### src/inc/usc_pkg.sv
// Constants, types and helpers shared by the serial port status block.
// Assumes a single 25 MHz clock domain and APB access with 32-bit data.
//
// Summary of operation
// Select 00: interrupt on every buffer-to-shifter move
// Select 01: interrupt when all transmit work done
// Select 10: interrupt when move empties transmit buffer
// Software never writes transmit select 11
// Polarity bit and infrared codec set idle level
// Break: start, twelve zeros, stop, then self-clear
// Transmit enable drives pin; clearing aborts and flushes
// Buffer-full flag shows no room for characters
// Shift-empty flag: shifter and buffer empty; resets one
// Select 11: interrupt when buffer reaches four
// Select 10: interrupt when buffer reaches three
// Select 0x: interrupt on every received character
// Address detect only in nine-bit mode, bit8 set
// Receiver-idle flag high when not receiving; resets one
// Parity error belongs to character at FIFO head
// Framing error belongs to character at FIFO head
// Overrun sets; writing zero flushes buffer and shifter
// Data-available flag high while buffer holds data
// Data register read pops head with its flags
// Parity-and-data select 11 means nine bits, no parity
// Transmit side buffers four characters before shifter
package usc_pkg;

  // ****************************************
  // Register map and field positions
  // ****************************************
  localparam int          ADDR_W      = 8;
  localparam logic [7:0]  OFF_MODE    = 8'h00;
  localparam logic [7:0]  OFF_STAT    = 8'h04;
  localparam logic [7:0]  OFF_TXDATA  = 8'h08;
  localparam logic [7:0]  OFF_RXDATA  = 8'h0c;
  localparam int          B_INFRARED_CODEC_ENABLE      = 12;
  localparam int          B_TXISEL1   = 15;
  localparam int          B_TXINV     = 14;
  localparam int          B_TXISEL0   = 13;
  localparam int          B_TXBRK     = 11;
  localparam int          B_TXEN      = 10;
  localparam int          B_ADDRESS_DETECT_ENABLE     = 5;
  localparam int          B_OVERRUN_ERROR      = 1;
  localparam logic [1:0]  ISEL_RST    = 2'h0;
  localparam logic        FLAG_RST0   = 1'b0;
  localparam logic        FLAG_RST1   = 1'b1;

  // ****************************************
  // Mode encodings and counts
  // ****************************************
  localparam logic [1:0]  TXI_ANY     = 2'h0;
  localparam logic [1:0]  TXI_DONE    = 2'h1;
  localparam logic [1:0]  TXI_EMPTY   = 2'h2;
  localparam logic [1:0]  RXI_3Q      = 2'h2;
  localparam logic [1:0]  RXI_FULL    = 2'h3;
  localparam logic [1:0]  PD_EVEN     = 2'h1;
  localparam logic [1:0]  PD_ODD      = 2'h2;
  localparam logic [1:0]  PD_9BIT     = 2'h3;
  localparam int          FIFO_DEPTH  = 4;
  localparam logic [2:0]  RX_TH3      = 3'h3;
  localparam logic [2:0]  RX_TH4      = 3'h4;
  localparam logic [3:0]  SUB_LAST    = 4'hf;
  localparam logic [3:0]  SUB_MID     = 4'h7;
  localparam logic [3:0]  BRK_LEN     = 4'he;
  localparam int          BAUD_DIV_DEF = 13;

  typedef enum logic [1:0] {TX_IDLE = 2'b01, TX_SHIFT = 2'b10} usc_tx_st_t;
  typedef enum logic [2:0] {RX_IDLE = 3'b001, RX_START = 3'b010,
                            RX_DATA = 3'b100} usc_rx_st_t;

  // Parity bit for the even and odd modes
  function automatic logic usc_par(input logic [1:0] pd,
                                   input logic [7:0] d);
    usc_par = (pd == PD_ODD) ? ~^d : ^d;
  endfunction : usc_par

  // Frame bits, start first, padded with stop level; length in top nibble
  function automatic logic [18:0] usc_frame(input logic [1:0] pd,
                                            input logic st,
                                            input logic [8:0] d);
    logic [3:0] n;
    n = (pd == 2'h0) ? 4'ha : 4'hb;
    if (pd == PD_9BIT)
      usc_frame = {4'(n + 4'(st)), 5'h1f, d, 1'b0};
    else if (pd == 2'h0)
      usc_frame = {4'(n + 4'(st)), 6'h3f, d[7:0], 1'b0};
    else
      usc_frame = {4'(n + 4'(st)), 5'h1f, usc_par(pd, d[7:0]), d[7:0], 1'b0};
  endfunction : usc_frame

endpackage : usc_pkg

### src/core/usc_fifo.sv
// Small synchronous FIFO with occupancy count and flush.
// Assumes push is never given while full nor pop while empty.
`timescale 1ns/1ns
module usc_fifo #(
  parameter int W = 9,
  parameter int D = 4,
  parameter int CW = $clog2(D + 1)
) (
  input  wire logic          clock,   // System clock
  input  wire logic          reset_n, // Async reset, active low
  input  wire logic          flush,   // Empty the queue
  input  wire logic          push,    // Write din
  input  wire logic [W-1:0]  din,     // Data in
  input  wire logic          pop,     // Drop head
  output logic      [W-1:0]  dout,    // Head entry
  output logic      [CW-1:0] count,   // Occupancy
  output logic               full,    // No room
  output logic               empty    // Nothing stored
);
  localparam int AW = (D > 1) ? $clog2(D) : 1;
  logic [W-1:0]  mem [D];
  logic [AW-1:0] wp_q;
  logic [AW-1:0] rp_q;
  logic [CW-1:0] cnt_q;

  // Storage array; contents need no reset
  always_ff @(posedge clock) begin
    if (push)
      mem[wp_q] <= din;
  end

  // Pointers wrap at the depth
  always_ff @(posedge clock or negedge reset_n) begin
    if (!reset_n) begin
      wp_q  <= '0;
      rp_q  <= '0;
      cnt_q <= '0;
    end else if (flush) begin
      wp_q  <= '0;
      rp_q  <= '0;
      cnt_q <= '0;
    end else begin
      if (push)
        wp_q <= (wp_q == AW'(D - 1)) ? '0 : AW'(wp_q + 1'b1);
      if (pop)
        rp_q <= (rp_q == AW'(D - 1)) ? '0 : AW'(rp_q + 1'b1);
      cnt_q <= CW'(cnt_q + CW'(push) - CW'(pop));
    end
  end

  assign dout  = mem[rp_q];
  assign count = cnt_q;
  assign full  = (cnt_q == CW'(D));
  assign empty = (cnt_q == '0);
endmodule : usc_fifo

### src/core/usc_baud.sv
// Oversampling tick source: one pulse every DIV clocks.
// Assumes the divider is fixed for the life of the build.
`timescale 1ns/1ns
module usc_baud #(
  parameter int DIV = 13
) (
  input  wire logic clock,   // System clock
  input  wire logic reset_n, // Async reset, active low
  output logic      tick     // Sixteen ticks per bit
);
  logic [15:0] cnt_q;

  // Free-running divider
  always_ff @(posedge clock or negedge reset_n) begin
    if (!reset_n) begin
      cnt_q <= '0;
      tick  <= 1'b0;
    end else begin
      tick  <= (cnt_q == 16'(DIV - 1));
      cnt_q <= (cnt_q == 16'(DIV - 1)) ? '0 : 16'(cnt_q + 1'b1);
    end
  end
endmodule : usc_baud

### src/core/usc_core.sv
// Serial port status and control: APB registers, transmit and receive.
// Assumes synchronous rx pin and a single clock; pin muxing is outside.
//
// Decided for this implementation: the address map and the APB register port.
`timescale 1ns/1ns
module usc_core #(
  parameter int BAUD_DIV = usc_pkg::BAUD_DIV_DEF
) (
  input  wire logic                      clock,        // 25 MHz clock
  input  wire logic                      reset_n,      // Async, active low
  input  wire logic                      psel,         // APB select
  input  wire logic                      penable,      // APB enable
  input  wire logic                      pwrite,       // APB direction
  input  wire logic [usc_pkg::ADDR_W-1:0] paddr,       // APB address
  input  wire logic [31:0]               pwdata,       // APB write data
  output logic                           pready,       // APB ready
  output logic      [31:0]               prdata,       // APB read data
  output logic                           pslverr,      // Unmapped address
  input  wire logic                      serial_rx_pin, // Line in
  output logic                           serial_tx_pin, // Line out
  output logic                           serial_tx_oe, // Port owns pin
  output logic                           tx_irq,       // Transmit event
  output logic                           rx_irq        // Receive event
);
  import usc_pkg::*;

  // ****************************************
  // Declarations
  // ****************************************
  logic       ir_en_q, stsel_q, txinv_q, brk_q, txen_q, address_detect_enable_q, overrun_error_q;
  logic [1:0] pdsel_q, txisel_q, rxisel_q;
  logic       tick, done, wr, rd, acc, mapped;
  logic       wr_stat, tx_push, tx_pop, tx_flush, tx_full, tx_empty;
  logic [8:0] tx_head;
  logic [2:0] tx_count, rx_count, rx_next_cnt;
  usc_tx_st_t tx_st_q;
  logic [14:0] tx_vec_q;
  logic [3:0] tx_left_q, tx_sub_q;
  logic       tx_brk_act_q, tx_done;
  logic [18:0] frame;
  usc_rx_st_t rx_st_q;
  logic [3:0] rx_sub_q, rx_idx_q, rx_last;
  logic [8:0] rx_sh_q;
  logic       rx_fin, rx_keep, rx_push, rx_pop, rx_full, rx_empty;
  logic       rx_ovf, rx_clear, nine;
  logic [10:0] rx_head, rx_din;
  logic [15:0] stat;
  logic [31:0] rd_mux;

  usc_baud #(.DIV(BAUD_DIV)) u_baud (
    .clock   (clock),
    .reset_n (reset_n),
    .tick    (tick)
  );

  // ****************************************
  // APB slave: answer on the second access cycle
  // ****************************************
  assign acc    = psel & penable & ~pready;
  assign done   = psel & penable & pready;
  assign wr     = done & pwrite;
  assign rd     = done & ~pwrite;
  assign mapped = (paddr == OFF_MODE) | (paddr == OFF_STAT) |
                  (paddr == OFF_TXDATA) | (paddr == OFF_RXDATA);
  assign wr_stat = wr & (paddr == OFF_STAT);

  // Status word, reserved bits read zero
  assign stat = {txisel_q[1], txinv_q, txisel_q[0], 1'b0, brk_q, txen_q,
                 tx_full,
                 tx_empty & (tx_st_q == TX_IDLE),
                 rxisel_q, address_detect_enable_q,
                 rx_st_q == RX_IDLE,
                 rx_head[9] & ~rx_empty,
                 rx_head[10] & ~rx_empty,
                 overrun_error_q, ~rx_empty};

  // Read multiplexer
  always_comb begin
    rd_mux = '0;
    unique case (paddr)
      OFF_MODE:   rd_mux = {19'h0, ir_en_q, 9'h0, pdsel_q, stsel_q};
      OFF_STAT:   rd_mux = {16'h0, stat};
      OFF_RXDATA: rd_mux = {23'h0, rx_head[8:0]};
      default:    rd_mux = '0;
    endcase
  end

  // Bus answer registers; data is captured before the pop
  always_ff @(posedge clock or negedge reset_n) begin
    if (!reset_n) begin
      pready  <= 1'b0;
      prdata  <= '0;
      pslverr <= 1'b0;
    end else begin
      pready  <= acc;
      pslverr <= acc & ~mapped;
      if (acc)
        prdata <= rd_mux;
    end
  end

  // ****************************************
  // Control registers
  // ****************************************
  always_ff @(posedge clock or negedge reset_n) begin
    if (!reset_n) begin
      ir_en_q  <= FLAG_RST0;
      pdsel_q  <= ISEL_RST;
      stsel_q  <= FLAG_RST0;
      txisel_q <= ISEL_RST;
      txinv_q  <= FLAG_RST0;
      txen_q   <= FLAG_RST0;
      rxisel_q <= ISEL_RST;
      address_detect_enable_q  <= FLAG_RST0;
    end else begin
      if (wr & (paddr == OFF_MODE)) begin
        ir_en_q <= pwdata[B_INFRARED_CODEC_ENABLE];
        pdsel_q <= pwdata[2:1];
        stsel_q <= pwdata[0];
      end
      if (wr_stat) begin
        txisel_q <= {pwdata[B_TXISEL1], pwdata[B_TXISEL0]};
        txinv_q  <= pwdata[B_TXINV];
        txen_q   <= pwdata[B_TXEN];
        rxisel_q <= pwdata[7:6];
        address_detect_enable_q  <= pwdata[B_ADDRESS_DETECT_ENABLE];
      end
    end
  end

  // Break request: hardware clears at frame end, a fresh write wins
  always_ff @(posedge clock or negedge reset_n) begin
    if (!reset_n)
      brk_q <= FLAG_RST0;
    else if (wr_stat)
      brk_q <= pwdata[B_TXBRK];
    else if (tx_done & tx_brk_act_q)
      brk_q <= 1'b0;
  end

  // Overrun: a new overflow beats the software clear
  assign rx_clear = wr_stat & ~pwdata[B_OVERRUN_ERROR] & overrun_error_q & ~rx_ovf;
  always_ff @(posedge clock or negedge reset_n) begin
    if (!reset_n)
      overrun_error_q <= FLAG_RST0;
    else if (rx_ovf)
      overrun_error_q <= 1'b1;
    else if (rx_clear)
      overrun_error_q <= 1'b0;
  end

  // ****************************************
  // Transmit path
  // ****************************************
  assign tx_push  = wr & (paddr == OFF_TXDATA) & ~tx_full;
  assign tx_flush = wr_stat & txen_q & ~pwdata[B_TXEN];
  assign tx_pop   = txen_q & (tx_st_q == TX_IDLE) & ~tx_empty;
  assign tx_done  = (tx_st_q == TX_SHIFT) & tick & (tx_sub_q == SUB_LAST) &
                    (tx_left_q == 4'h1);
  assign frame    = usc_frame(pdsel_q, stsel_q, tx_head);

  usc_fifo #(.W(9), .D(FIFO_DEPTH)) u_txq (
    .clock   (clock),
    .reset_n (reset_n),
    .flush   (tx_flush),
    .push    (tx_push),
    .din     (pwdata[8:0]),
    .pop     (tx_pop),
    .dout    (tx_head),
    .count   (tx_count),
    .full    (tx_full),
    .empty   (tx_empty)
  );

  // Shifter; a pending break replaces the dummy character it pops
  always_ff @(posedge clock or negedge reset_n) begin
    if (!reset_n) begin
      tx_st_q      <= TX_IDLE;
      tx_vec_q     <= '1;
      tx_left_q    <= '0;
      tx_sub_q     <= '0;
      tx_brk_act_q <= 1'b0;
    end else if (!txen_q) begin
      tx_st_q      <= TX_IDLE;
      tx_brk_act_q <= 1'b0;
    end else begin
      unique case (tx_st_q)
        TX_IDLE: begin
          if (tx_pop) begin
            tx_st_q      <= TX_SHIFT;
            tx_sub_q     <= '0;
            tx_brk_act_q <= brk_q;
            tx_vec_q     <= brk_q ? 15'h6000 : frame[14:0];
            tx_left_q    <= brk_q ? BRK_LEN : frame[18:15];
          end
        end
        TX_SHIFT: begin
          if (tick) begin
            tx_sub_q <= 4'(tx_sub_q + 1'b1);
            if (tx_sub_q == SUB_LAST) begin
              tx_vec_q  <= {1'b1, tx_vec_q[14:1]};
              tx_left_q <= 4'(tx_left_q - 1'b1);
              if (tx_left_q == 4'h1)
                tx_st_q <= TX_IDLE;
            end
          end
        end
      endcase
    end
  end

  // Pin drive; idle level from polarity bit and codec mode
  always_ff @(posedge clock or negedge reset_n) begin
    if (!reset_n) begin
      serial_tx_pin <= 1'b1;
      serial_tx_oe  <= 1'b0;
    end else begin
      serial_tx_pin <= ((tx_st_q == TX_SHIFT) ? tx_vec_q[0] : 1'b1) ^
                       (txinv_q ^ ir_en_q);
      serial_tx_oe  <= txen_q;
    end
  end

  // Transmit event by selected mode
  always_ff @(posedge clock or negedge reset_n) begin
    if (!reset_n)
      tx_irq <= 1'b0;
    else
      unique case (txisel_q)
        TXI_ANY:   tx_irq <= tx_pop;
        TXI_DONE:  tx_irq <= tx_done & tx_empty & ~tx_push;
        TXI_EMPTY: tx_irq <= tx_pop & (tx_count == 3'h1) &
                             ~tx_push;
        default:   tx_irq <= 1'b0;
      endcase
  end

  // ****************************************
  // Receive path
  // ****************************************
  assign nine    = (pdsel_q == PD_9BIT);
  assign rx_last = nine ? 4'h9 : ((pdsel_q == 2'h0) ? 4'h8 : 4'h9);
  assign rx_fin  = (rx_st_q == RX_DATA) & tick & (rx_sub_q == SUB_LAST) &
                   (rx_idx_q == rx_last);
  assign rx_keep = ~(address_detect_enable_q & nine & ~rx_sh_q[8]);
  assign rx_push = rx_fin & rx_keep & ~rx_full & ~overrun_error_q;
  assign rx_ovf  = rx_fin & rx_keep & rx_full;
  assign rx_pop  = rd & (paddr == OFF_RXDATA) & ~rx_empty;
  assign rx_next_cnt = 3'(rx_count + 3'(rx_push) - 3'(rx_pop));
  // Error flags travel with the character through the queue
  assign rx_din  = {~serial_rx_pin,
                    ~nine & (pdsel_q != 2'h0) &
                    (rx_sh_q[8] != usc_par(pdsel_q, rx_sh_q[7:0])),
                    nine ? rx_sh_q[8] : 1'b0, rx_sh_q[7:0]};

  usc_fifo #(.W(11), .D(FIFO_DEPTH)) u_rxq (
    .clock   (clock),
    .reset_n (reset_n),
    .flush   (rx_clear),
    .push    (rx_push),
    .din     (rx_din),
    .pop     (rx_pop),
    .dout    (rx_head),
    .count   (rx_count),
    .full    (rx_full),
    .empty   (rx_empty)
  );

  // Receive shifter, mid-bit sampling at sixteen ticks per bit
  always_ff @(posedge clock or negedge reset_n) begin
    if (!reset_n) begin
      rx_st_q  <= RX_IDLE;
      rx_sub_q <= '0;
      rx_idx_q <= '0;
      rx_sh_q  <= '0;
    end else if (rx_clear) begin
      rx_st_q  <= RX_IDLE;
    end else begin
      unique case (rx_st_q)
        RX_IDLE: begin
          rx_sub_q <= '0;
          rx_idx_q <= '0;
          if (!serial_rx_pin)
            rx_st_q <= RX_START;
        end
        RX_START: begin
          if (tick) begin
            rx_sub_q <= 4'(rx_sub_q + 1'b1);
            if (rx_sub_q == SUB_MID) begin
              rx_sub_q <= '0;
              rx_st_q  <= serial_rx_pin ? RX_IDLE : RX_DATA;
            end
          end
        end
        RX_DATA: begin
          if (tick) begin
            rx_sub_q <= 4'(rx_sub_q + 1'b1);
            if (rx_sub_q == SUB_LAST) begin
              rx_idx_q <= 4'(rx_idx_q + 1'b1);
              if (rx_idx_q == rx_last)
                rx_st_q <= RX_IDLE;
              else
                rx_sh_q[rx_idx_q[3:0]] <= serial_rx_pin;
            end
          end
        end
      endcase
    end
  end

  // Receive event by selected threshold
  always_ff @(posedge clock or negedge reset_n) begin
    if (!reset_n)
      rx_irq <= 1'b0;
    else if (!rxisel_q[1])
      rx_irq <= rx_push;
    else if (rxisel_q == RXI_3Q)
      rx_irq <= rx_push & (rx_next_cnt == RX_TH3);
    else
      rx_irq <= rx_push & (rx_next_cnt == RX_TH4);
  end
endmodule : usc_core

### config.mk
export PLATFORM = sky130hd
export DESIGN_NAME = usc_core
export DESIGN_NICKNAME = d
export VERILOG_FILES = /design/src/inc/usc_pkg.sv /design/src/core/usc_fifo.sv /design/src/core/usc_baud.sv /design/src/core/usc_core.sv
export SDC_FILE = /design/constraint.sdc
export NUM_CORES = 1
export LEC_CHECK = 0
export BUFFER_PORTS_ARGS = -buffer_cell sky130_fd_sc_hd__buf_4
export CAP_MARGIN = 20
export CORE_ASPECT_RATIO = 2
export CORE_MARGIN = 5
export CORE_UTILIZATION = 57
export CTS_CLUSTER_SIZE = 30
export DETAILED_ROUTE_END_ITERATION = 8
export GPL_ROUTABILITY_DRIVEN = 0
export PLACE_DENSITY = 0.82
export SETUP_SLACK_MARGIN = 0.3
export SYNTH_ARGS = -nofsm -noshare
export SYNTH_HDL_FRONTEND = slang
export SYNTH_SLANG_ARGS = --single-unit
### constraint.sdc
create_clock -name clock -period 4.05 [get_ports clock]
set_clock_uncertainty 0.1 [all_clocks]
set_input_delay 0.6075 -clock clock [delete_from_list [all_inputs] [get_ports clock]]
set_output_delay 0.6075 -clock clock [all_outputs]
set_load 0.02 [all_outputs]
==> After elaboration in Yosys (flattened, before gate mapping) <==
Memory sizes are Yosys's and may differ from the RTL's.
Cells that the tools add are included.
{ "totals": {"out_inout_bits": 38, "latchBits": 0, "n_memories": 2, "input_bits": 46, "wordCells": 268, "ff_bits": 128, "ramBits": 80, "romBits": 0} }
{ "op_classes": {"n_addsub": 14, "n_div": 0, "shifts": 0, "muxes": 77, "order_cmp": 2, "reduce_logical": 26, "n_eq_ne": 47, "n_bitwise": 66, "mul": 0} }
{ "mem_list": {"columns": ["name", "words", "word_bits", "rd", "rd_ports_with_merged_regs", "write_ports", "line", "source"], "rows": [
  ["u_rxq.mem", 4, 11, 1, 0, 1, "usc_fifo.sv:21", "logic [W-1:0] mem [D];"],
  ["u_txq.mem", 4, 9, 1, 0, 1, "usc_fifo.sv:21", null]
]} }
{ "ops": {"columns": ["cell", "count"], "rows": [
  ["$mux W15", 4],
  ["$pmux W16 S3", 1],
  ["$mux W4", 11],
  ["$and A1 B1 Y1", 43],
  ["$mux W2", 17],
  ["$mux W3", 10],
  ["$pmux W15 S2", 1],
  ["$pmux W4 S2", 3],
  ["$mux W1", 21],
  ["$mux W10", 2],
  ["$eq A2 B2 Y1 const B", 9],
  ["$not A1 Y1", 18],
  ["$add A16 B1 Y16 const B", 1],
  ["$eq A16 B4 Y1 const B", 1],
  ["$eq A8 B4 Y1 const B", 2],
  ["$mux W16", 1],
  ["$reduce_bool A2 Y1", 8],
  ["$reduce_xnor A8 Y1", 2],
  ["$reduce_xor A8 Y1", 2],
  ["$ne A3 B2 Y1 const B", 5],
  ["$ne A3 B3 Y1 const B", 5],
  ["$add A4 B1 Y4 const B", 3],
  ["$eq A3 B3 Y1 const B", 4],
  ["$ne A2 B1 Y1 const B", 6],
  ["other kinds (34)", 52]
]} }

==> Longest topological paths before layout <==
Gate-level depths: netlist (run 1).
{ "logic_depth": {"word_depth": 14, "ltp_mapped": 14} }

==> By module <==
A second synthesis (run 1) with hierarchy kept.
{ "hier_totals": {"cells_unflattened": 724, "area_unflattened_um2": 9059.9} }
{ "by_module_without_submodules": {"columns": ["module", "instances", "cells_each", "seq_area_each_um2", "area_each_um2"], "rows": [
  ["usc_core", 1, 469, 1996.9, 4473.0],
  ["usc_fifo at u_rxq", 1, 97, 1496.4, 2044.5],
  ["usc_fifo at u_txq", 1, 87, 1256.2, 1751.7],
  ["usc_baud", 1, 71, 425.4, 790.8]
]} }

==> Least setup slack after synthesis (run 1) <==
Ideal clock, no wire load.
{ "synth_path": {"kind": "input to register", "start": "input port paddr[5] in the netlist's numbering", "end": "register rx_irq", "setup_time_ns": 0.129, "arrival_time_ns": 3.217, "cell_stages": 14, "slack_ns": 0.605, "path_cell_list": "nor4_1 and2_1 nand2_1 nor4_1 ha_1 inv_1 ha_1 inv_1 fa_1 xor2_1 xnor2_1 nor3_1 a31oi_1 a21boi_0"} }
{ "synth_via": {"elab_chain_len": 8} }
{ "synth_rtl": {"columns": ["item", "line", "source"], "rows": [
  ["start: declaration", "usc_core.sv:14", "input wire logic [usc_pkg::ADDR_W-1:0] paddr,"],
  ["$eq A8 B4 Y1 (*)", "usc_core.sv:248", "assign rx_pop = rd & (paddr == OFF_RXDATA) & ~rx_empty;"],
  ["$and A1 B1 Y1 (*) (2 in series)", "usc_core.sv:248", null],
  ["$sub A3 B1 Y3 (*)", "usc_core.sv:249", "assign rx_next_cnt = 3'(rx_count + 3'(rx_push) - 3'(rx_pop));"],
  ["$eq A3 B3 Y1 / $eq A3 B2 Y1 (equally long branches)", "usc_core.sv:320, usc_core.sv:318", null],
  ["$and A1 B1 Y1, on equally long branches", "usc_core.sv:320, usc_core.sv:318", null],
  ["$mux W1 (*)", "usc_core.sv:317", "else if (rxisel_q == RXI_3Q)"],
  ["$mux W1 (*)", "usc_core.sv:315", "else if (!rxisel_q[1])"],
  ["end signal: assignment", "usc_core.sv:316", "rx_irq <= rx_push;"],
  ["end signal: assignment", "usc_core.sv:318", "rx_irq <= rx_push & (rx_next_cnt == RX_TH3);"],
  ["end signal: assignment", "usc_core.sv:320", "rx_irq <= rx_push & (rx_next_cnt == RX_TH4);"],
  ["end: declaration", "usc_core.sv:23", "output logic rx_irq"]
]} }
Mark *: on every way between the ends. The rest lies on a longest branch, timed or not.
A chain may end at the register's enable or synchronous reset.

==> Worst setup path in the final report (run 1) <==
Ends and elaborated chain as after synthesis.

==> results of run 1 <==
## critical path, delay by kind of cell
kind | cells | cell delay [ns]
simple gates | 5 | 1.36
xor+xnor | 2 | 0.41
compound gates | 2 | 0.23
buf+inv | 3 | 0.22
fa+ha+maj | 3 | 0.81
## flip-flops by register name, summed over array words and instances, names as in the netlist, 9 cells and up
| signal | count |
|---|---|
| rx_sh_q | 9 |
| prdata | 16 |
| tx_vec_q | 13 |
| u_baud.cnt_q | 16 |
| u_txq.mem | 36 |
| u_rxq.mem | 44 |
## stage by stage
step,worst slack (ns),utilization (%),hold slack [ns]
detailed placement,0.248,61.1,0.372
global placement,0.408,61.1,0.363
floorplan,0.605,-,0.212
finish,0.629,65.0,0.143
CTS,0.721,65.0,0.170
global route,0.468,65.0,0.215
## Yosys cell counts (all sizes together), types with 8 or more instances
| master | count | share of area, % |
|---|---|---|
| dfrtp | 94 | 27 |
| edfxtp | 80 | 27 |
| nand2 | 56 | 2.4 |
| nor2 | 45 | 1.9 |
| o21ai | 45 | 2.6 |
| inv | 33 | 1.4 |
| ha | 31 | 4.4 |
| xnor2 | 31 | 3.1 |
| buf | 26 | 1.9 |
| nand3 | 22 | 1.2 |
| mux4 | 20 | 5.2 |
| a21oi | 16 | 0.91 |
| dfstp | 16 | 4.8 |
| nor3 | 14 | 0.91 |
| and2 | 13 | 0.92 |
| clkbuf | 13 | 0.55 |
| nand4 | 13 | 0.92 |
| a22oi | 12 | 1.1 |
| mux2i | 12 | 1.4 |
| mux2 | 11 | 1.4 |
| nand2b | 10 | 0.71 |
| a22o | 8 | 0.79 |
| nor2b | 8 | 0.57 |
## layer usage
metal / GRT usage, % / part of all wire [%]
met5: 0 / 0
met2: 42.5 / 57
met4: 12.6 / 4.9
met1: 22.9 / 33
met3: 4.69 / 4.7
## where the power goes
group          switching, mW  internal [mW]
clock network          0.814          0.853
logic                  0.228          0.153
registers             0.0645           2.04
## cells by family after synthesis
logic type	synth area share [%]
AND/OR/NAND/NOR	12.5
adder cells (fa/ha/maj)	4.85
buffers and inverters	3.90
other	0.0425
XOR/XNOR	3.67
flip-flops	58.6
multiplexers	7.95
AO/OA/AOI/OAI	8.42
## area by class of cell
type,instances,area [µm²]
timing repair buffer,58,435
inverter,33,124
clock inverter,14,163
multi-input combinational,458,3360
sequential,190,5170
clock buffer,18,439
fill,1105,5350
tap,198,248
## how the worst max path moves through the flow
stage                    start  endpoint  slack, ns  depth (start not counted)
global route        pdsel_q[0]    rx_irq       0.47                         15
global placement      paddr[5]    rx_irq       0.41                         15
CTS                   paddr[5]    rx_irq       0.72                         15
detailed placement    paddr[5]    rx_irq       0.25                         15
floorplan             paddr[5]    rx_irq       0.60                         14
finish                paddr[5]    rx_irq       0.63                         15
==> qor.csv, run 1 <==
metric;value;unit
FF+latch count, synth;190;
Syn Area/Cell;12.5;µm²
floorplan die width;98.0;µm
n_diodes;0;
Pins Over Slew Limit;0;
Die Ht;186;µm
Starting DRT DRC Count;350;
Rel. slew slack;33.5;%
Netlist Area Pre-Place;8830;µm²
I/O pins;84;
commonest non-fill, non-tap cells in the layout;dfrtp_1 (94), edfxtp_1 (80), buf_4 (58);
IO buf count;50;
outcome;completed;
worst-case reg-to-reg path depth;15;
Crit Path Max Fanout;5;
Syn. warnings;0;
PwrDens;418;nW/µm²
initial antenna violation count;0;
Setup Viol. Count Final;0;
Worst-Margin Slew;0.988;ns
Synth Instances;705;
num rows;64;
die area;18200;µm²
final instance area;9950;µm²
# resized after CTS;0;
Worst Path Arrival;3.64;ns
# Post-CTS Setup Buffers;0;
worst-case clock buffer depth;2;
clk slew on worst S/H paths;0.07;ns
worst path cell trace;buf_4 -> nor4_1 -> and2_1 -> nand2_1 -> nor4_1 -> ha_1 -> inv_1 -> ha_1 -> inv_1 -> fa_1 -> xor2_1 -> xnor2_1 -> nor3_1 -> a31oi_1 -> a21boi_0;
Yosys cell types;61;
R2R setup slack;0.70;ns
CTS buffer count;17;
Initial Utilization;57.7;%
CTS HTree Levels;4;
Seq/Total Area, Yosys;58.6;%
Layout Nets;837;
total power;4.16;mW
maximum clock rate;0.292;GHz
number of hold violations in the final report;0;
Crit. End Element;flip-flop;
Placed Cells;937;
global-route wire length before repair;31700;µm
Reg-to-Reg Start;pdsel_q[0];
minimum clock period;3.42;ns
worst r2r dst;rx_irq;
worst endpoint required time;4.27;ns
ys async rst share;57.9;%
clk_lat worst skew;0.45;ns
maximum vdd drop;0.000341;V
via count;5822;
Area Growth Syn to Fin;12.7;%
WS Path Type;in2reg;
largest net degree at the start of global routing;62;
hold_buf cts;0;
Core Region;15300;µm²
DRC violations left;0;
RSZ-0062 raised after global routing;no;
number of flops mapped to enable cells by yosys;80;
vias in the first global route;6188;
Final Cycle Share;84.5;%
CTS tree;yes;
Detail Placement HPWL;14300;µm
CTS Root Cell;clkbuf_16;
Pleak;4.06;nW
commonest non-fill, non-tap cell in the layout;dfrtp_1;
max-cap viol count;0;
worst hold path type;in2async;
DR pass1 iterations;6;
routed vias/inst;6.01;
Post-Layout Cell Count;969;
Routed WL;19500;µm
Area after DPL;9350;µm²
TNS Setup;0;ns
max incr delay on CP;0.52;ns
main flop type after synthesis;dfrtp_1;
# clock sinks;190;
share of cells above drive strength 1;19.2;%
Antenna Nets Post-Route;0;
total congestion overflow;0;
CP max-delay cell;nor4_1;
Setup crit start kind;primary input;
Total GRT Usage;22.6;%
DR WL/cell;20.1;µm
(Power assumes the default switching activity.)
==> run 2, diff against run 1 <==
Clock period 4.05 ns to 3.5 ns, I/O delays scaled along.
==> qor.csv, run 2 (synthesis results as in run 1) <==
metric;value;unit
outcome;completed;
WS Path Type;reg2reg;
Setup crit start kind;flip-flop;
DR pass1 iterations;5;
minimum clock period;3.05;ns
DRC violations left;0;
family with the most delay on the worst path;adder cells;
num rows;64;
maximum vdd drop;0.000339;V
Pins Over Slew Limit;0;
setup slack after layout;0.451;ns
Placed Cells;941;
PwrDens;473;nW/µm²
max reg flops;44;
Rel. slew slack;38.6;%
Antenna Nets Post-Route;0;
Core Region;15300;µm²
commonest non-fill, non-tap cell in the layout;dfrtp_1;
CTS buffer count;17;
TNS Setup;0;ns
initial antenna violation count;0;
Area Growth Syn to Fin;13.6;%
Worst Path Arrival;3.31;ns
Pleak;4.09;nW
clk slew on worst S/H paths;0.08;ns
worst endpoint required time;3.76;ns
buffers and inverters on the worst path;3;
R2R setup slack;0.45;ns
Worst-Margin Slew;0.913;ns
Crit Path Max Fanout;5;
hold_buf cts;0;
final hold slack;0.0698;ns
n_diodes;0;
fill cell count;1110;
commonest non-fill, non-tap cells in the layout;dfrtp_1 (94), edfxtp_1 (80), buf_4 (64);
DR WL/cell;19.5;µm
routed vias/inst;5.86;
Crit. End Element;flip-flop;
via count;5718;
CTS Root Cell;clkbuf_16;
Regs by FF count;u_rxq.mem (44), u_txq.mem (36);
clk_lat worst skew;0.44;ns
maximum clock rate;0.328;GHz
number of hold violations in the final report;0;
pre-CTS setup slack;-0.0940;ns
final core occ;65.5;%
Layout Nets;844;
CTS HTree Levels;4;
# clock sinks;190;
vias in the first global route;6154;
CP max-delay cell;dfrtp_1;
Area after DPL;9400;µm²
Post-Layout Cell Count;976;
Biggest register;u_rxq.mem;
largest net degree at the start of global routing;59;
worst hold path type;in2async;
RSZ-0062 raised after global routing;no;
Detail Placement HPWL;14100;µm
final instance area;10000;µm²
Final Cycle Share;87.1;%
Die Ht;186;µm
Routed WL;19100;µm
floorplan die width;98.0;µm
worst-case clock buffer depth;2;
Setup Viol. Count Final;0;
die area;18200;µm²
IO buf count;50;
max-cap viol count;0;
max incr delay on CP;0.41;ns
Initial Utilization;57.7;%
CTS tree;yes;
I/O pins;84;
global-route wire length before repair;31000;µm
worst path cell trace;inv_1 -> ha_2 -> xnor2_1 -> nor3_2 -> nand3_1 -> nor3_2 -> ha_1 -> inv_1 -> fa_1 -> xor2_1 -> xnor2_1 -> buf_4 -> a31oi_2 -> a21boi_1;
Total GRT Usage;21.9;%
total congestion overflow;0;
total power;4.74;mW
Starting DRT DRC Count;288;
share of cells above drive strength 1;20.8;%
## run 2: routing by layer
| metal | share of wire [%] | track usage, % | vias up |
|---|---|---|---|
| met5 | 0 | 0 | - |
| met4 | 3.7 | 10.7 | 0 |
| met3 | 3.2 | 3.49 | 42 |
| met2 | 59 | 42.7 | 136 |
| met1 | 34 | 22.1 | 2903 |
| li1 | - | - | 2637 |
## run 2: path summary, 6_finish.rpt
check                       startpoint          endpoint  cells after the start
setup / recovery            pdsel_q[1]            rx_irq                     14
hold / removal                 reset_n  u_baud.cnt_q[12]                      1
setup reg to reg            pdsel_q[1]            rx_irq                     14
hold reg to reg            tx_vec_q[1]       tx_vec_q[1]                      2
max in group asynchronous      reset_n       tx_vec_q[5]                      2
min in group clock           pwdata[3]   u_txq.mem[1][3]                      1
## run 2: where the power goes
part / internal [mW] / switching [mW]
Combinational: 0.178 / 0.255
Sequential: 2.37 / 0.0765
Clock: 0.950 / 0.913
Total: 3.49 / 1.24
## run 2: repair_timing
action	CTS	global route
endpoints found under the setup margin	1	1
setup buffers	0	3
hold endpoints to repair	0	0
pin swaps	0	4
gates resized for setup	1	6
## run 2: final cells by class
cell class,instances,area [µm²],share of cell area (%)
Sequential cell,190,5170,51.6
Multi-Input combinational cell,458,3410,34.0
Timing Repair Buffer,65,500,4.99
Clock buffer,17,425,4.24
Tap cell,198,248,2.47
Clock inverter,15,144,1.44
Inverter,33,124,1.24
==> run 3, diff against run 2 <==
Settings changed: BUFFER_PORTS_ARGS -buffer_cell sky130_fd_sc_hd__buf_4 to -buffer_cell sky130_fd_sc_hd__buf_2, CORE_UTILIZATION 57 to 48, PLACE_DENSITY 0.82 to 0.72.
==> qor.csv, run 3 (synthesis results as in run 1) <==
metric;value;unit
outcome;completed;
CTS buffer count;17;
max incr delay on CP;0.47;ns
Die Ht;202;µm
final hold slack;0.200;ns
Rel. slew slack;36.4;%
routed vias/inst;5.56;
Detail Placement HPWL;13800;µm
DR WL/cell;18.8;µm
vias in the first global route;5764;
minimum clock period;3.05;ns
Routed WL;18600;µm
Core Region;18200;µm²
total congestion overflow;0;
max-cap viol count;0;
Placed Cells;960;
Regs by FF count;u_rxq.mem (44), u_txq.mem (36);
max reg flops;44;
worst path cell trace;or3b_1 -> nor2_1 -> nand3_2 -> nor3_4 -> ha_1 -> inv_1 -> fa_1 -> xor2_2 -> xnor2_2 -> nor3_1 -> a31oi_1 -> a21boi_0;
DR pass1 iterations;4;
n_diodes;0;
Worst setup startpoint;rx_st_q[1];
Initial Utilization;48.4;%
via count;5524;
maximum clock rate;0.328;GHz
Starting DRT DRC Count;181;
TNS Setup;0;ns
CTS HTree Levels;4;
IO buf count;50;
buffers and inverters on the worst path;1;
Post-Layout Cell Count;993;
worst hold path type;in2reg;
Pins Over Slew Limit;0;
number of hold violations in the final report;0;
Biggest register;u_rxq.mem;
commonest non-fill, non-tap cell in the layout;dfrtp_1;
Final Cycle Share;87.1;%
Area Growth Syn to Fin;12.4;%
Setup crit start kind;flip-flop;
Layout Nets;843;
Total GRT Usage;18.4;%
initial antenna violation count;1;
# clock sinks;190;
Worst Min Path Start;pwdata[4];
Antenna Nets Post-Route;0;
Setup Viol. Count Final;0;
clk slew on worst S/H paths;0.07;ns
CP max-delay cell;dfrtp_1;
maximum vdd drop;0.000266;V
Worst Path Arrival;3.30;ns
CTS Root Cell;clkbuf_16;
commonest non-fill, non-tap cells in the layout;dfrtp_1 (93), edfxtp_1 (80), nand2_1 (56);
Reg-to-Reg Start;rx_st_q[1];
final core occ;54.5;%
CTS tree;yes;
WS Path Type;reg2reg;
largest net degree at the start of global routing;44;
family with the most delay on the worst path;simple AND/OR/NAND/NOR gates;
DRC violations left;0;
global-route wire length before repair;30200;µm
share of cells above drive strength 1;20.6;%
PwrDens;479;nW/µm²
pre-CTS setup slack;0.0907;ns
Crit Path Max Fanout;10;
setup slack after layout;0.452;ns
Pleak;4.05;nW
Crit. End Element;flip-flop;
floorplan die width;106;µm
I/O pins;84;
clk_lat worst skew;0.43;ns
die area;21400;µm²
RSZ-0062 raised after global routing;no;
worst endpoint required time;3.75;ns
Worst-Margin Slew;0.946;ns
num rows;70;
worst-case clock buffer depth;2;
[run 3: cell count changes in the layout (fill, tap and decap cells not counted), sizes merged]
| cell | before | now |
|---|---|---|
| dlygate4sd3 | 0 | 1 |
| clkbuf | 17 | 19 |
| buf | 65 | 63 |
| clkinv | 5 | 1 |
| clkinvlp | 0 | 2 |
[run 3: area by class of cell]
| class | instances | area [µm²] |
|---|---|---|
| Sequential cell | 190 | 5180 |
| Multi-Input combinational cell | 458 | 3410 |
| Inverter | 33 | 124 |
| Clock inverter | 13 | 113 |
| Tap cell | 216 | 270 |
| Clock buffer | 19 | 464 |
| Timing Repair Buffer | 64 | 360 |
| Fill cell | 1570 | 8300 |
[run 3: what timing repair did]
action                                  in CTS  in global routing
endpoints found under the setup margin       0                  1
hold endpoints to repair                    37                  0
buffers inserted                             0                  0
resized for setup                            0                  7
hold buffers                                 1                  0
[run 3: final timing paths]
| kind | depth (start not counted) | endpoint | slack (ns) |
|---|---|---|---|
| worst max-delay path | 12 | rx_irq | 0.45 |
| worst min-delay path | 1 | u_txq.mem[3][4] | 0.20 |
| worst max register to register | 12 | rx_irq | 0.45 |
| worst min register to register | 2 | tx_vec_q[11] | 0.38 |
| max in group asynchronous | 3 | pdsel_q[1] | 1.87 |
| min in group asynchronous | 2 | u_baud.cnt_q[8] | 0.51 |
[run 3: power by group]
part	switching, mW	internal (mW)
combinational	0.251	0.169
sequential	0.0749	2.37
clock	0.890	0.998
[run 3: worst register-to-register path, delay by kind of cell, from the launching register on]
| kind | cells | cell delay (ns) |
|---|---|---|
| buffers and inverters | 1 | 0.05 |
| xor gates and xnor gates | 2 | 0.34 |
| adders and majority gates | 2 | 0.58 |
| and+or+nand+nor | 5 | 1.20 |
| DFF | 1 | 0.47 |
| AOI/OAI and AO/OA | 2 | 0.23 |
[run 3: through the flow]
step	instance area [µm²]	total power [mW]
4_1_cts	9880	4.80
3_5_place_dp	9300	2.91
2_1_floorplan	8900	2.78
3_3_place_gp	9300	2.90
6_report	9920	4.75
5_1_grt	9920	4.94
[run 3: layer usage]
layer	wire, µm	track usage [%]
met1	6580	19.0
met2	10800	35.2
met3	563	3.18
met4	657	8.43
met5	13	0
